===== src/pmx_pkg.sv =====
// Purpose: Shared constants and types for the port and memory expansion multiplexer
// Assumes: Classic Wishbone slave with 8-bit register data in the low byte lane
// Notes: Offsets are byte addresses of aligned 32-bit words

// ****************************************************************
// Package
// ****************************************************************
package pmx_pkg;
    // Expansion modes, single-chip first so that reset selects it
    typedef enum logic [2:0] {
        PMX_SINGLE,
        PMX_EXP_256,
        PMX_EXP_4K,
        PMX_EXP_16K,
        PMX_EXP_60K
    } pmx_mode_e;

    localparam int PMX_PORT_W = 8;
    localparam int PMX_ALINE_W = 8;
    localparam int PMX_ADIG_W = 4;
    localparam int PMX_ADR_W = 8;
    localparam int PMX_DAT_W = 32;
    localparam int PMX_SEL_W = 4;

    // Register offsets
    localparam logic [7:0] PMX_OFS_MODE = 8'h00;
    localparam logic [7:0] PMX_OFS_PA_DIR = 8'h04;
    localparam logic [7:0] PMX_OFS_PA_OUT = 8'h08;
    localparam logic [7:0] PMX_OFS_PB_DIR = 8'h0c;
    localparam logic [7:0] PMX_OFS_PB_OUT = 8'h10;
    localparam logic [7:0] PMX_OFS_PC_DIR = 8'h14;
    localparam logic [7:0] PMX_OFS_PC_OUT = 8'h18;
    localparam logic [7:0] PMX_OFS_PC_FUNC = 8'h1c;
    localparam logic [7:0] PMX_OFS_PD_DIR = 8'h20;
    localparam logic [7:0] PMX_OFS_PD_OUT = 8'h24;
    localparam logic [7:0] PMX_OFS_PF_DIR = 8'h28;
    localparam logic [7:0] PMX_OFS_PF_OUT = 8'h2c;
    localparam logic [7:0] PMX_OFS_PA_PIN = 8'h30;
    localparam logic [7:0] PMX_OFS_PB_PIN = 8'h34;
    localparam logic [7:0] PMX_OFS_PC_PIN = 8'h38;
    localparam logic [7:0] PMX_OFS_PD_PIN = 8'h3c;
    localparam logic [7:0] PMX_OFS_PF_PIN = 8'h40;
    localparam logic [7:0] PMX_OFS_ADIG_PIN = 8'h44;
    localparam logic [7:0] PMX_OFS_IRQ_STAT = 8'h48;
    localparam logic [7:0] PMX_OFS_IRQ_CLR = 8'h4c;
    localparam logic [7:0] PMX_OFS_IRQ_EN = 8'h50;

    // Values after reset, and the all-ones port D enable
    localparam logic [7:0] PMX_RST_BYTE = 8'h00;
    localparam logic [3:0] PMX_RST_NIB = 4'h0;
    localparam logic [7:0] PMX_ALL_ONES = 8'hff;

    // Port F lines taken for the high address in each wide mode
    localparam logic [7:0] PMX_FMASK_4K = 8'h0f;
    localparam logic [7:0] PMX_FMASK_16K = 8'h3f;
    localparam logic [7:0] PMX_FMASK_60K = 8'hff;
endpackage


===== src/pmx_sync_if.sv =====
// Purpose: Carrier between the multiplexer and its pin synchroniser
// Assumes: One clock domain
// Notes: Raw pin levels in, filtered levels and falling-edge pulses out

`timescale 1ns/1ns
`default_nettype none

// ****************************************************************
// Interface
// ****************************************************************
interface pmx_sync_if #(parameter int W = 8);
    logic [W-1:0] raw;
    logic [W-1:0] level;
    logic [W-1:0] fall;
    modport sync (input raw, output level, output fall);
    modport user (output raw, input level, input fall);
endinterface

`default_nettype wire


===== src/pmx_top.sv =====
// Purpose: Port direction, control-line and memory expansion multiplexer
// Assumes: Classic Wishbone register access, one clock, synchronous reset
// Notes: Every pin output and enable is registered, one cycle after its cause
//
// How it works
// - Ports A, B, C and F each have a per-line direction register.
// - Port D has one direction bit that turns all eight lines at once.
// - All eight analog lines are passed on to the converter outputs.
// - Analog lines 4 to 7 are also synchronised digital inputs whose falls raise flags.
// - Each port C line can be handed to a peripheral control line by its function bit.
// - The mode register offers single-chip plus four expansion modes.
// - In every expansion mode port D carries multiplexed low address and data.
// - The 4K mode takes port F lines 0 to 3 for address, leaving 4 to 7 as I/O.
// - The 16K mode takes port F lines 0 to 5 for address, leaving 6 and 7 as I/O.
// - The 60K mode takes all eight port F lines for address.
// - Port F address lines carry the high byte of the external address.
//
// The implementer's own choices: register access over Wishbone and the register addresses.

`timescale 1ns/1ns
`default_nettype none

module pmx_top (
    input wire logic mclk_in,
    input wire logic rstn_in,
    input wire logic ce_in,
    // Wishbone slave
    input wire logic wb_cyc_in,
    input wire logic wb_stb_in,
    input wire logic wb_we_in,
    input wire logic [pmx_pkg::PMX_ADR_W-1:0] wb_adr_in,
    input wire logic [pmx_pkg::PMX_SEL_W-1:0] wb_sel_in,
    input wire logic [pmx_pkg::PMX_DAT_W-1:0] wb_dat_in,
    output logic [pmx_pkg::PMX_DAT_W-1:0] wb_dat_out,
    output logic wb_ack_out,
    output logic irq_out,
    // General ports
    input wire logic [7:0] pa_in,
    output logic [7:0] pa_out,
    output logic [7:0] pa_oe_out,
    input wire logic [7:0] pb_in,
    output logic [7:0] pb_out,
    output logic [7:0] pb_oe_out,
    input wire logic [7:0] pc_in,
    output logic [7:0] pc_out,
    output logic [7:0] pc_oe_out,
    input wire logic [7:0] pd_in,
    output logic [7:0] pd_out,
    output logic [7:0] pd_oe_out,
    input wire logic [7:0] pf_in,
    output logic [7:0] pf_out,
    output logic [7:0] pf_oe_out,
    // Peripheral control lines on port C
    input wire logic [7:0] ctrl_drive_in,
    input wire logic [7:0] ctrl_oe_in,
    output logic [7:0] ctrl_level_out,
    // Analog lines
    input wire logic [7:0] analog_in_line_in,
    output logic [7:0] adc_line_out,
    // External bus from the core
    input wire logic xbus_active_in,
    input wire logic xbus_addr_phase_in,
    input wire logic xbus_write_in,
    input wire logic [15:0] xbus_addr_in,
    input wire logic [7:0] xbus_wdata_in,
    output logic [7:0] xbus_rdata_out
);
    import pmx_pkg::*;

    // ****************************************************************
    // Storage
    // ****************************************************************
    pmx_mode_e mode;
    logic [7:0] pa_dir, pa_reg, pb_dir, pb_reg, pc_dir, pc_reg, pc_func;
    logic pd_dir;
    logic [7:0] pd_reg, pf_dir, pf_reg;
    logic [3:0] irq_stat, irq_en;
    logic [7:0] rd_byte;
    logic [7:0] f_addr_mask, pd_oe_next, pd_out_next, pf_oe_next, pf_out_next;
    logic [7:0] pc_oe_next, pc_out_next;
    logic [3:0] next_irq_stat, clr_bits;
    logic bus_req, wr_en, expanded, pd_drive;

    // ****************************************************************
    // Pin synchronisers
    // ****************************************************************
    pmx_sync_if #(.W(40)) port_sif ();
    pmx_sync_if #(.W(PMX_ADIG_W)) adig_sif ();

    assign port_sif.raw = {pf_in, pd_in, pc_in, pb_in, pa_in};
    assign adig_sif.raw = analog_in_line_in[7:4];

    pmx_pin_sync #(.W(40)) u_port_sync (
        .mclk_in(mclk_in),
        .rstn_in(rstn_in),
        .ce_in(ce_in),
        .sif(port_sif)
    );

    pmx_pin_sync #(.W(PMX_ADIG_W)) u_adig_sync (
        .mclk_in(mclk_in),
        .rstn_in(rstn_in),
        .ce_in(ce_in),
        .sif(adig_sif)
    );

    // ****************************************************************
    // Bus decode and read selection
    // ****************************************************************
    assign bus_req = wb_cyc_in && wb_stb_in && !wb_ack_out;
    assign wr_en = bus_req && wb_we_in && wb_sel_in[0];
    assign clr_bits = (wr_en && wb_adr_in == PMX_OFS_IRQ_CLR) ? wb_dat_in[3:0] : PMX_RST_NIB;
    assign rd_byte =
        (wb_adr_in == PMX_OFS_MODE) ? {5'h00, mode} :
        (wb_adr_in == PMX_OFS_PA_DIR) ? pa_dir :
        (wb_adr_in == PMX_OFS_PA_OUT) ? pa_reg :
        (wb_adr_in == PMX_OFS_PB_DIR) ? pb_dir :
        (wb_adr_in == PMX_OFS_PB_OUT) ? pb_reg :
        (wb_adr_in == PMX_OFS_PC_DIR) ? pc_dir :
        (wb_adr_in == PMX_OFS_PC_OUT) ? pc_reg :
        (wb_adr_in == PMX_OFS_PC_FUNC) ? pc_func :
        (wb_adr_in == PMX_OFS_PD_DIR) ? {7'h00, pd_dir} :
        (wb_adr_in == PMX_OFS_PD_OUT) ? pd_reg :
        (wb_adr_in == PMX_OFS_PF_DIR) ? pf_dir :
        (wb_adr_in == PMX_OFS_PF_OUT) ? pf_reg :
        (wb_adr_in == PMX_OFS_PA_PIN) ? port_sif.level[7:0] :
        (wb_adr_in == PMX_OFS_PB_PIN) ? port_sif.level[15:8] :
        (wb_adr_in == PMX_OFS_PC_PIN) ? port_sif.level[23:16] :
        (wb_adr_in == PMX_OFS_PD_PIN) ? port_sif.level[31:24] :
        (wb_adr_in == PMX_OFS_PF_PIN) ? port_sif.level[39:32] :
        (wb_adr_in == PMX_OFS_ADIG_PIN) ? {4'h0, adig_sif.level} :
        (wb_adr_in == PMX_OFS_IRQ_STAT) ? {4'h0, irq_stat} :
        (wb_adr_in == PMX_OFS_IRQ_EN) ? {4'h0, irq_en} :
        PMX_RST_BYTE;

    // ****************************************************************
    // Pin selection
    // ****************************************************************
    // Port F lines claimed by the high address in the current mode
    assign f_addr_mask = (mode == PMX_EXP_4K) ? PMX_FMASK_4K :
                         (mode == PMX_EXP_16K) ? PMX_FMASK_16K :
                         (mode == PMX_EXP_60K) ? PMX_FMASK_60K :
                         PMX_RST_BYTE;
    assign pf_oe_next = f_addr_mask | (pf_dir & ~f_addr_mask);
    assign pf_out_next = (f_addr_mask & xbus_addr_in[15:8]) | (pf_reg & ~f_addr_mask);

    // Port D drives address, write data or nothing while expanded
    assign expanded = (mode != PMX_SINGLE);
    assign pd_drive = expanded ?
        (xbus_active_in && (xbus_addr_phase_in || xbus_write_in)) : pd_dir;
    assign pd_oe_next = pd_drive ? PMX_ALL_ONES : PMX_RST_BYTE;
    assign pd_out_next = !expanded ? pd_reg :
        (xbus_addr_phase_in ? xbus_addr_in[7:0] : xbus_wdata_in);

    // Port C lines follow the peripheral where handed over
    assign pc_oe_next = (pc_func & ctrl_oe_in) | (~pc_func & pc_dir);
    assign pc_out_next = (pc_func & ctrl_drive_in) | (~pc_func & pc_reg);

    // Flags set by falls win over a clear in the same cycle
    assign next_irq_stat = (irq_stat & ~clr_bits) | adig_sif.fall;

    // ****************************************************************
    // Control registers
    // ****************************************************************
    // Software-written configuration; unknown mode codes are ignored
    always_ff @(posedge mclk_in) begin
        if (!rstn_in) begin
            mode <= PMX_SINGLE;
            pa_dir <= PMX_RST_BYTE;
            pb_dir <= PMX_RST_BYTE;
            pc_dir <= PMX_RST_BYTE;
            pd_dir <= 1'b0;
            pf_dir <= PMX_RST_BYTE;
            pc_func <= PMX_RST_BYTE;
            pa_reg <= PMX_RST_BYTE;
            pb_reg <= PMX_RST_BYTE;
            pc_reg <= PMX_RST_BYTE;
            pd_reg <= PMX_RST_BYTE;
            pf_reg <= PMX_RST_BYTE;
            irq_en <= PMX_RST_NIB;
        end else if (ce_in && wr_en) begin
            case (wb_adr_in)
                PMX_OFS_MODE: begin
                    if (wb_dat_in[2:0] <= 3'h4) begin
                        mode <= pmx_mode_e'(wb_dat_in[2:0]);
                    end
                end
                PMX_OFS_PA_DIR: pa_dir <= wb_dat_in[7:0];
                PMX_OFS_PA_OUT: pa_reg <= wb_dat_in[7:0];
                PMX_OFS_PB_DIR: pb_dir <= wb_dat_in[7:0];
                PMX_OFS_PB_OUT: pb_reg <= wb_dat_in[7:0];
                PMX_OFS_PC_DIR: pc_dir <= wb_dat_in[7:0];
                PMX_OFS_PC_OUT: pc_reg <= wb_dat_in[7:0];
                PMX_OFS_PC_FUNC: pc_func <= wb_dat_in[7:0];
                PMX_OFS_PD_DIR: pd_dir <= wb_dat_in[0];
                PMX_OFS_PD_OUT: pd_reg <= wb_dat_in[7:0];
                PMX_OFS_PF_DIR: pf_dir <= wb_dat_in[7:0];
                PMX_OFS_PF_OUT: pf_reg <= wb_dat_in[7:0];
                PMX_OFS_IRQ_EN: irq_en <= wb_dat_in[3:0];
                default: begin
                end
            endcase
        end
    end

    // Bus answer: one-cycle ack, read data captured with it
    always_ff @(posedge mclk_in) begin
        if (!rstn_in) begin
            wb_ack_out <= 1'b0;
            wb_dat_out <= '0;
        end else if (ce_in) begin
            wb_ack_out <= bus_req;
            wb_dat_out <= {24'h000000, rd_byte};
        end
    end

    // Sticky falling-edge flags and the level interrupt
    always_ff @(posedge mclk_in) begin
        if (!rstn_in) begin
            irq_stat <= PMX_RST_NIB;
            irq_out <= 1'b0;
        end else if (ce_in) begin
            irq_stat <= next_irq_stat;
            irq_out <= |(irq_stat & irq_en);
        end
    end

    // ****************************************************************
    // Registered pin drivers
    // ****************************************************************
    // Every pin output and enable leaves a flip-flop
    always_ff @(posedge mclk_in) begin
        if (!rstn_in) begin
            pa_out <= PMX_RST_BYTE;
            pa_oe_out <= PMX_RST_BYTE;
            pb_out <= PMX_RST_BYTE;
            pb_oe_out <= PMX_RST_BYTE;
            pc_out <= PMX_RST_BYTE;
            pc_oe_out <= PMX_RST_BYTE;
            pd_out <= PMX_RST_BYTE;
            pd_oe_out <= PMX_RST_BYTE;
            pf_out <= PMX_RST_BYTE;
            pf_oe_out <= PMX_RST_BYTE;
            ctrl_level_out <= PMX_RST_BYTE;
            adc_line_out <= PMX_RST_BYTE;
            xbus_rdata_out <= PMX_RST_BYTE;
        end else if (ce_in) begin
            pa_out <= pa_reg;
            pa_oe_out <= pa_dir;
            pb_out <= pb_reg;
            pb_oe_out <= pb_dir;
            pc_out <= pc_out_next;
            pc_oe_out <= pc_oe_next;
            pd_out <= pd_out_next;
            pd_oe_out <= pd_oe_next;
            pf_out <= pf_out_next;
            pf_oe_out <= pf_oe_next;
            ctrl_level_out <= port_sif.level[23:16];
            adc_line_out <= analog_in_line_in;
            xbus_rdata_out <= port_sif.level[31:24];
        end
    end

    // ****************************************************************
    // Checks
    // ****************************************************************
    a_port_a_dir: assert property (@(posedge mclk_in) disable iff (!rstn_in)
        ce_in |=> pa_oe_out == $past(pa_dir))
        else $error("port A enable does not follow its direction register");

    a_port_d_byte: assert property (@(posedge mclk_in) disable iff (!rstn_in)
        pd_oe_out == 8'h00 || pd_oe_out == 8'hff)
        else $error("port D direction split within the byte");

    a_adc_route: assert property (@(posedge mclk_in) disable iff (!rstn_in)
        ce_in |=> adc_line_out == $past(analog_in_line_in))
        else $error("analog line not passed to converter");

    a_fall_sets_flag: assert property (@(posedge mclk_in) disable iff (!rstn_in)
        (ce_in && |adig_sif.fall)
            |=> (irq_stat & $past(adig_sif.fall)) == $past(adig_sif.fall))
        else $error("falling edge lost its flag");

    a_pc_ctrl_line: assert property (@(posedge mclk_in) disable iff (!rstn_in)
        (ce_in && pc_func[2]) |=> pc_out[2] == $past(ctrl_drive_in[2])
            && pc_oe_out[2] == $past(ctrl_oe_in[2]))
        else $error("port C line not handed to its control line");

    a_mode_legal: assert property (@(posedge mclk_in) disable iff (!rstn_in)
        mode inside {PMX_SINGLE, PMX_EXP_256, PMX_EXP_4K, PMX_EXP_16K, PMX_EXP_60K})
        else $error("mode register holds an unknown mode");

    a_pd_addr_phase: assert property (@(posedge mclk_in) disable iff (!rstn_in)
        (ce_in && mode != PMX_SINGLE && xbus_active_in && xbus_addr_phase_in)
            |=> pd_oe_out == 8'hff && pd_out == $past(xbus_addr_in[7:0]))
        else $error("port D missing low address in expansion");

    a_pf_256_io: assert property (@(posedge mclk_in) disable iff (!rstn_in)
        (ce_in && mode == PMX_EXP_256) |=> pf_oe_out == $past(pf_dir))
        else $error("port F not plain I/O in 256-byte mode");

    a_pf_4k_addr: assert property (@(posedge mclk_in) disable iff (!rstn_in)
        (ce_in && mode == PMX_EXP_4K) |=> pf_oe_out[3:0] == 4'hf
            && pf_out[3:0] == $past(xbus_addr_in[11:8])
            && pf_oe_out[7:4] == $past(pf_dir[7:4]))
        else $error("4K mode port F split wrong");

    a_pf_16k_addr: assert property (@(posedge mclk_in) disable iff (!rstn_in)
        (ce_in && mode == PMX_EXP_16K) |=> pf_oe_out[5:0] == 6'h3f
            && pf_out[5:0] == $past(xbus_addr_in[13:8])
            && pf_oe_out[7:6] == $past(pf_dir[7:6]))
        else $error("16K mode port F split wrong");

    a_pf_60k_addr: assert property (@(posedge mclk_in) disable iff (!rstn_in)
        (ce_in && mode == PMX_EXP_60K) |=> pf_oe_out == 8'hff
            && pf_out == $past(xbus_addr_in[15:8]))
        else $error("60K mode port F not all address");

    a_reset_inputs: assert property (@(posedge mclk_in)
        !rstn_in |=> mode == PMX_SINGLE && pa_oe_out == 8'h00 && pf_oe_out == 8'h00
            && pd_oe_out == 8'h00 && pc_func == 8'h00)
        else $error("reset did not return single-chip all-input state");
endmodule

`default_nettype wire


===== src/pmx_pin_sync.sv =====
// Purpose: Three-stage pin synchroniser with agreement filter and fall detect
// Assumes: Pins are asynchronous to mclk_in
// Notes: Stage one is read only by stage two

`timescale 1ns/1ns
`default_nettype none

// ****************************************************************
// Pin synchroniser
// ****************************************************************
module pmx_pin_sync #(
    parameter int W = 8
) (
    input wire logic mclk_in,
    input wire logic rstn_in,
    input wire logic ce_in,
    pmx_sync_if.sync sif
);
    import pmx_pkg::*;

    logic [W-1:0] stage1;
    logic [W-1:0] stage2;
    logic [W-1:0] stage3;
    logic [W-1:0] level;
    logic [W-1:0] fall;
    logic [W-1:0] next_level;

    // Refuse a width that leaves no lines to synchronise
    if (W < 1) begin : g_bad_width
        $error("pmx_pin_sync width must be at least one");
    end

    // A bit moves only once stages two and three agree
    assign next_level = (stage2 & stage3) | (level & (stage2 | stage3));

    // Synchroniser chain, filtered level and one-cycle fall pulse
    always_ff @(posedge mclk_in) begin
        if (!rstn_in) begin
            stage1 <= '0;
            stage2 <= '0;
            stage3 <= '0;
            level <= '0;
            fall <= '0;
        end else if (ce_in) begin
            stage1 <= sif.raw;
            stage2 <= stage1;
            stage3 <= stage2;
            level <= next_level;
            fall <= level & ~next_level;
        end
    end

    assign sif.level = level;
    assign sif.fall = fall;
endmodule

`default_nettype wire


===== config.mk =====
export PLATFORM = sky130hd
export DESIGN_NAME = pmx_top
export DESIGN_NICKNAME = d
export VERILOG_FILES = /design/src/pmx_pkg.sv /design/src/pmx_sync_if.sv /design/src/pmx_top.sv /design/src/pmx_pin_sync.sv
export SDC_FILE = /design/constraint.sdc
export NUM_CORES = 1
export LEC_CHECK = 0
export BUFFER_PORTS_ARGS = -buffer_cell sky130_fd_sc_hd__buf_2
export CELL_PAD_IN_SITES_DETAIL_PLACEMENT = 1
export CELL_PAD_IN_SITES_GLOBAL_PLACEMENT = 1
export CORE_MARGIN = 3
export CORE_UTILIZATION = 47
export DETAILED_ROUTE_END_ITERATION = 7
export PLACE_DENSITY = 0.92
export SETUP_SLACK_MARGIN = 0.3
export SYNTH_ARGS = -nofsm -noshare
export SYNTH_HDL_FRONTEND = slang
export SYNTH_SLANG_ARGS = --single-unit
export TNS_END_PERCENT = 20

===== constraint.sdc =====
create_clock -name mclk_in -period 3 [get_ports mclk_in]
set_clock_uncertainty 0.1 [all_clocks]
set_input_delay 0.3 -clock mclk_in [delete_from_list [all_inputs] [get_ports mclk_in]]
set_output_delay 0.3 -clock mclk_in [all_outputs]
set_load 0.005 [all_outputs]

### After elaboration in Yosys (flattened, before gate mapping)

Index checks and enable logic that the tools add are counted.

* magnitude comparators: 1
* reduce and logical (&&, ||, !) cells: 25
* divide/modulo/power cells: 0
* multipliers: 0
* muxes and demuxes: 28
* bitwise logic cells: 27
* equality and inequality tests: 23
* shifts and indexed selects: 0
* $add $sub $neg: 0

Operators by type and width (count)
* 8-bit two-way mux: 23
* 40-bit AND: 2
* 40-bit OR: 2
* 8-bit by 6-bit == test with 1-bit output (second input constant): 8
* 8-bit AND: 7
* 8-bit by 7-bit == test with 1-bit output (second input constant): 5
* 8-bit by 5-bit == test with 1-bit output (second input constant): 4
* 8-bit OR: 4
* 2-bit AND reduction: 12
* 4-bit AND: 5
* 8-bit by 4-bit == test with 1-bit output (second input constant): 2
* 4-bit two-way mux: 4
* 8-bit inverter: 2
* 4-bit OR: 3
* 8-bit by 3-bit == test with 1-bit output (second input constant): 1
* 8-bit logical NOT: 1
* 4-bit inverter: 2
* 1-bit logical AND: 7
* 3-bit by 2-bit == test with 1-bit output (second input constant): 2
* 4-bit OR reduction: 1
* 3-bit == test (second input constant): 1
* 3-bit less-or-equal comparator (second input constant): 1
* 3-bit AND reduction: 1
* 3-bit nonzero test: 1
* 3 further kinds: 3

* memories kept: 0
* word-level logic and storage cells: 143
* bits in writable memories: 0
* register bits: 386
* bits in latches: 0
* bits in read-only memories: 0
* output and inout bits: 138
* input bits: 141

### Longest topological paths before layout

* depth after elaboration: 21
* mapped depth: 10
* gate-level depth less buffers: 6

### Hierarchy

Synthesis repeated with hierarchy kept, for this count alone.

* cells, all modules: 2023
* area total of the unflattened synthesis: 19356.1 sq um

Modules (own cells, without submodules)
* pmx_top: area each 9967.1 sq um, times used 1, cells each 1122, seq. area each 3983.8 sq um
* pmx_pin_sync (u_port_sync): area each 8539.4 sq um, times used 1, cells each 819, seq. area each 4003.8 sq um
* pmx_pin_sync (u_adig_sync): area each 849.6 sq um, times used 1, cells each 82, seq. area each 400.4 sq um

### Worst setup path after synthesis

No wires, ideal clock.

* path type: in2reg
* start point: input wb_adr_in[2] in the netlist's numbering
* end point: register wb_dat_out[3] in the netlist's numbering
* slack: 868 ps
* setup time: 122 ps
* data arrival time: 1910 ps
* stages: 9
* buffers on the path: 3
* path through: buf_2 buf_2 buf_2 mux2_2 a22oi_1 o21ai_0 o21ai_0 o21ai_0 a221o_1

* cells in the longest elaborated chain, start to end: 21

Ends and longest elaborated chain
* start, declared: line pmx_top.sv:31 `input wire logic [pmx_pkg::PMX_ADR_W-1:0] wb_adr_in,`
* 8-bit by 7-bit == test with 1-bit output: line pmx_top.sv:133 `(wb_adr_in == PMX_OFS_IRQ_EN) ? {4'h0, irq_en} :`
* 4-bit two-way mux: line pmx_top.sv:133
* 4-bit two-way mux: line pmx_top.sv:132 `(wb_adr_in == PMX_OFS_IRQ_STAT) ? {4'h0, irq_stat} :`
* 4-bit two-way mux: line pmx_top.sv:131 `(wb_adr_in == PMX_OFS_ADIG_PIN) ? {4'h0, adig_sif.level} :`
* 8-bit two-way mux: line pmx_top.sv:130 `(wb_adr_in == PMX_OFS_PF_PIN) ? port_sif.level[39:32] :`
* 8-bit two-way mux: line pmx_top.sv:129 `(wb_adr_in == PMX_OFS_PD_PIN) ? port_sif.level[31:24] :`
* 8-bit two-way mux: line pmx_top.sv:128 `(wb_adr_in == PMX_OFS_PC_PIN) ? port_sif.level[23:16] :`
* 8-bit two-way mux: line pmx_top.sv:127 `(wb_adr_in == PMX_OFS_PB_PIN) ? port_sif.level[15:8] :`
* [5 not listed]
* 8-bit two-way mux: line pmx_top.sv:121 `(wb_adr_in == PMX_OFS_PC_FUNC) ? pc_func :`
* 8-bit two-way mux: line pmx_top.sv:120 `(wb_adr_in == PMX_OFS_PC_OUT) ? pc_reg :`
* 8-bit two-way mux: line pmx_top.sv:119 `(wb_adr_in == PMX_OFS_PC_DIR) ? pc_dir :`
* 8-bit two-way mux: line pmx_top.sv:118 `(wb_adr_in == PMX_OFS_PB_OUT) ? pb_reg :`
* 8-bit two-way mux: line pmx_top.sv:117 `(wb_adr_in == PMX_OFS_PB_DIR) ? pb_dir :`
* 8-bit two-way mux: line pmx_top.sv:116 `(wb_adr_in == PMX_OFS_PA_OUT) ? pa_reg :`
* 8-bit two-way mux: line pmx_top.sv:115 `(wb_adr_in == PMX_OFS_PA_DIR) ? pa_dir :`
* 8-bit two-way mux *: line pmx_top.sv:114 `(wb_adr_in == PMX_OFS_MODE) ? {5'h00, mode} :`
* end signal, assigned: line pmx_top.sv:213 `wb_dat_out <= {24'h000000, rd_byte};`
* end, declared: line pmx_top.sv:34 `output logic [pmx_pkg::PMX_DAT_W-1:0] wb_dat_out,`

Mark *: on every way between the ends. The rest lies on a longest branch, timed or not.
A chain may end at the register's enable or synchronous reset.

### Worst setup path in the final report

* start point: register wb_ack_out
* end point: register pf_dir[4]

* cells in the longest elaborated chain, start to end: 6

Ends and longest elaborated chain
* start, declared: line pmx_top.sv:35 `output logic wb_ack_out,`
* start signal, assigned: line pmx_top.sv:212 `wb_ack_out <= bus_req;`
* 1-bit logical NOT: line pmx_top.sv:110 `assign bus_req = wb_cyc_in && wb_stb_in && !wb_ack_out;`
* 1-bit logical AND: line pmx_top.sv:110
* 1-bit logical AND (2 in a row): line pmx_top.sv:111 `assign wr_en = bus_req && wb_we_in && wb_sel_in[0];`
* 1-bit logical AND: line pmx_top.sv:181 `end else if (ce_in && wr_en) begin`
* 2-bit AND reduction (no source line)
* end signal, assigned: line pmx_top.sv:197 `PMX_OFS_PF_DIR: pf_dir <= wb_dat_in[7:0];`
* end, declared: line pmx_top.sv:76 `logic [7:0] pd_reg, pf_dir, pf_reg;`

Every way passes these cells.

==> summary.txt <==
Yosys
  • Syn avg cell area: 9.44 sq um
  • Mux cell area share after synthesis: 16.8%
  • Largest family of logic cells by synthesized area: simple AND/OR/NAND/NOR gates
  • Yosys warning count: 0
  • Post-synth ARST share: 0%
  • Ys flop type: dfxtp_1
  • Synth top area share: 44.2%
  • Post-synthesis sequential area ratio: 44.2%
  • Adder-Cell Fraction of Synth Area: 0%
  • Yosys reg bits: between 300 and 400
  • Distinct cells, synth: 70
  • Yosys top cell by area: dfxtp_1
  • Post-Syn Instances: 1798
  • Post-synthesis simple-gate area fraction: 17.7%
  • Post-Synth XOR/XNOR Area: 0%
  • EDFF count, synth: 0
  • Mapped cell area: 17000 sq um
  • Compound-gate portion of the synthesized area: 16.2%
  • Synth top area cells: dfxtp_1 44%, mux2i_1 16%, nor2b_1 9.1%, o21ai_0 3.4%, nand2_1 3.2%

Clock tree
  • Maximum root-to-sink buffer count: 3
  • H-tree levels: 2
  • Root Driver: clkbuf_16
  • Clk slew on worst S/H paths: 0.06 ns
  • CTS Buf Count: 40
  • CTS sink count: 375
  • Setup bufs post-CTS: 0
  • Worst-Skew Late Latency: 0.56 ns
  • CTS tree: yes

STA
  • WHS: 0.0158 ns
  • Max-slew violations: 0
  • Final setup fails: 0
  • Min Tclk post-route: 2.16 ns
  • RSZ-0062 raised after global routing: false
  • Final hold vios: 0
  • Fin crit share: 71.9%
  • Worst Tran Pin Value: 0.998 ns
  • Max_slew headroom: 33.4%
  • Final TNS setup: 0 ns
  • F_max: approximately 0.46 GHz

GRT
  • GRT overflow: 0
  • Largest net degree at the start of global routing: 152
  • First-pass GRT wire length: 88.5 mm
  • Global-route usage over all layers: 29.1%
  • Antenna violations before repair: 3
  • Number of global-route vias before repair: 15363

Worst setup path
  • Top delay family on crit path: simple AND/OR/NAND/NOR gates
  • Worst R2R Start: wb_ack_out
  • CP peak stage delay: ~0.36 ns
  • Data arrival, critical path: 2.50 ns
  • Setup CP Type: reg -> reg
  • CP Data Required Time: 3.34 ns
  • Flop-to-flop setup slack: 0.84 ns
  • Crit-path slowest cell: or2_4
  • Worst reg-to-reg path cell count: 7
  • Max FO, Critical Path: 42
  • RR Endpoint: pf_dir[4]
  • CP Buf/Inv Count: 1
  • CP endpoint kind: flop
  • WP depth: 7
  • Worst Setup Start Kind: flop
  • CP Cell Sequence: and3b_1 -> nand4_1 -> buf_4 -> or2_4 -> nor2_8 -> mux2i_1 -> nor2b_1

Worst hold path
  • Worst hold stages: 3
  • Worst Hold Endpoint: pc_oe_out[4]
  • Min-Delay Startpoint: ctrl_oe_in[4]
  • Hold Path Class: in -> reg

Detailed routing
  • Avg WL per Cell: 23.1 um
  • Met2 wire length: 29.3 mm
  • Post-DRT Antenna Nets: 0
  • Starting DRT DRC Count: 740
  • 1st-pass router iterations: 5
  • Wl on met1: roughly 23 mm
  • Vias/cell: 5.78
  • Remaining DRCs: 0
  • Detail Route met3 WL: 2.91 mm
  • Routed wire length: 57.7 mm
  • Top layer in use: met4
  • Total number of vias: about 14000

Die
  • Height of the die: between 150 and 200 um
  • Core region area: 35100 sq um
  • Boundary pin count: 279
  • Die footprint: 38400 sq um
  • Starting Density: 48.4%
  • Die width: 196 um
  • Row count: roughly 70

Place
  • DP Area: between 15000 and 20000 sq um
  • Post-DP HPWL: 37.9 mm
  • Port bufs: 227
  • Routability congestion estimate: about 0.95

Pwr
  • VDD IR max: 439 uV
  • P_leak: 8.50 nW
  • Power Density: 545 nW/um^2
  • Total power: 11.0 mW

Cells and area
  • Final design utilization: 57.5%
  • Fin nets: 2150
  • Area grow syn2layout: 18.7%
  • Design area: 20200 sq um
  • Layout cells sized above 1: ~17%

Flow run
  • Max-cap violation count: 0

Status
  • Status: finished, final reports clean
## worst register-to-register path: stages (launching register included)
cell and delay [ns]:
dfxtp_1 0.32, and3b_1 0.23, nand4_1 0.12, buf_4 0.32, or2_4 0.37, nor2_8 0.21
mux2i_1 0.28, nor2b_1 0.10
## through the flow
| stage | instances | setup slack, ns |
|---|---|---|
| floorplan | 1821 | 0.868 |
| global placement | 2365 | 0.477 |
| detailed placement | 2365 | 0.379 |
| CTS | 2491 | 0.817 |
| global route | 2494 | 0.739 |
| finish | 2494 | 0.842 |
## placed cells by master (no fill, tap or decap), types with 57 or more instances in the layout
master / Yosys / layout
dlygate4sd3_1: 0 / 57
o21ai_0: 116 / 116
dfxtp_1: 375 / 375
nor2_1: 72 / 72
nor2b_1: 247 / 247
a21boi_0: 70 / 70
buf_2: 21 / 225
mux2i_1: 275 / 275
nand2_1: 145 / 145
## synthesized netlist by cell type, types with 3 or more instances
library cell,n
nor2b_1,247
nor4b_2,3
or3_1,4
nor3_1,6
o22ai_1,12
o211a_1,12
o2bb2ai_1,4
a21boi_1,10
a211o_1,5
a221oi_1,4
mux2i_1,275
nand2b_1,4
buf_1,20
clkbuf_1,95
a21boi_0,70
dfxtp_1,375
o221ai_1,5
a32oi_1,4
or4b_1,4
a21oi_1,53
nand2_1,145
nor4b_1,6
buf_4,33
o31ai_1,3
inv_1,7
nor2_1,72
o2111ai_1,4
mux2_2,7
a211oi_1,15
nor3_4,3
buf_6,3
o211ai_1,12
nor3b_1,4
o21ai_0,116
a22oi_1,15
a31oi_1,8
buf_2,21
nand4_1,4
nor4_1,3
a21o_1,53
nand3_1,14
## per-layer routing
metal	up-vias	global-route usage (%)
met5	-	0
met4	0	11.4
met3	135	5.68
met2	461	52.4
met1	7145	34.0
li1	6671	-
## logic make-up after synthesis
group | Yosys count
compound gates | 416
simple gates | 543
mux | 283
other cells | 1
flops | 375
buf+inv | 180
## report_power, final
part / internal [mW] / switching [mW] / total [mW]
combinational: 0.380 / 0.473 / 0.853
clock: 2.93 / 2.07 / 5.00
sequential: 5.07 / 0.0724 / 5.15
total: 8.38 / 2.62 / 11.0
## worst max path at each step
stage                             from            end  slack (ns)
final                       wb_ack_out      pf_dir[4]        0.84
after global routing        wb_ack_out      pb_reg[3]        0.74
after CTS                   wb_ack_out      pf_dir[4]        0.82
after detailed placement  wb_adr_in[1]      pc_dir[4]        0.38
after global placement    wb_adr_in[1]      pc_dir[0]        0.48
after floorplan           wb_adr_in[2]  wb_dat_out[3]        0.87
## area by class of cell
class / count / area [sq um]
diodes: 3 / 7.51
clock buffers: 58 / 1190
clock inverters: 11 / 120
fillers: 3960 / 14900
inverters: 8 / 30.0
multi-input cells: 1266 / 8710
flip-flops and latches: 375 / 7510
well taps: 455 / 569
repair buffers: 318 / 2030
## timing repair
item | in CTS | in global routing
hold endpoints to repair | 62 | 0
resized for setup | 0 | 0
hold buffers | 57 | 0
Power figures use the tool's default switching activity.
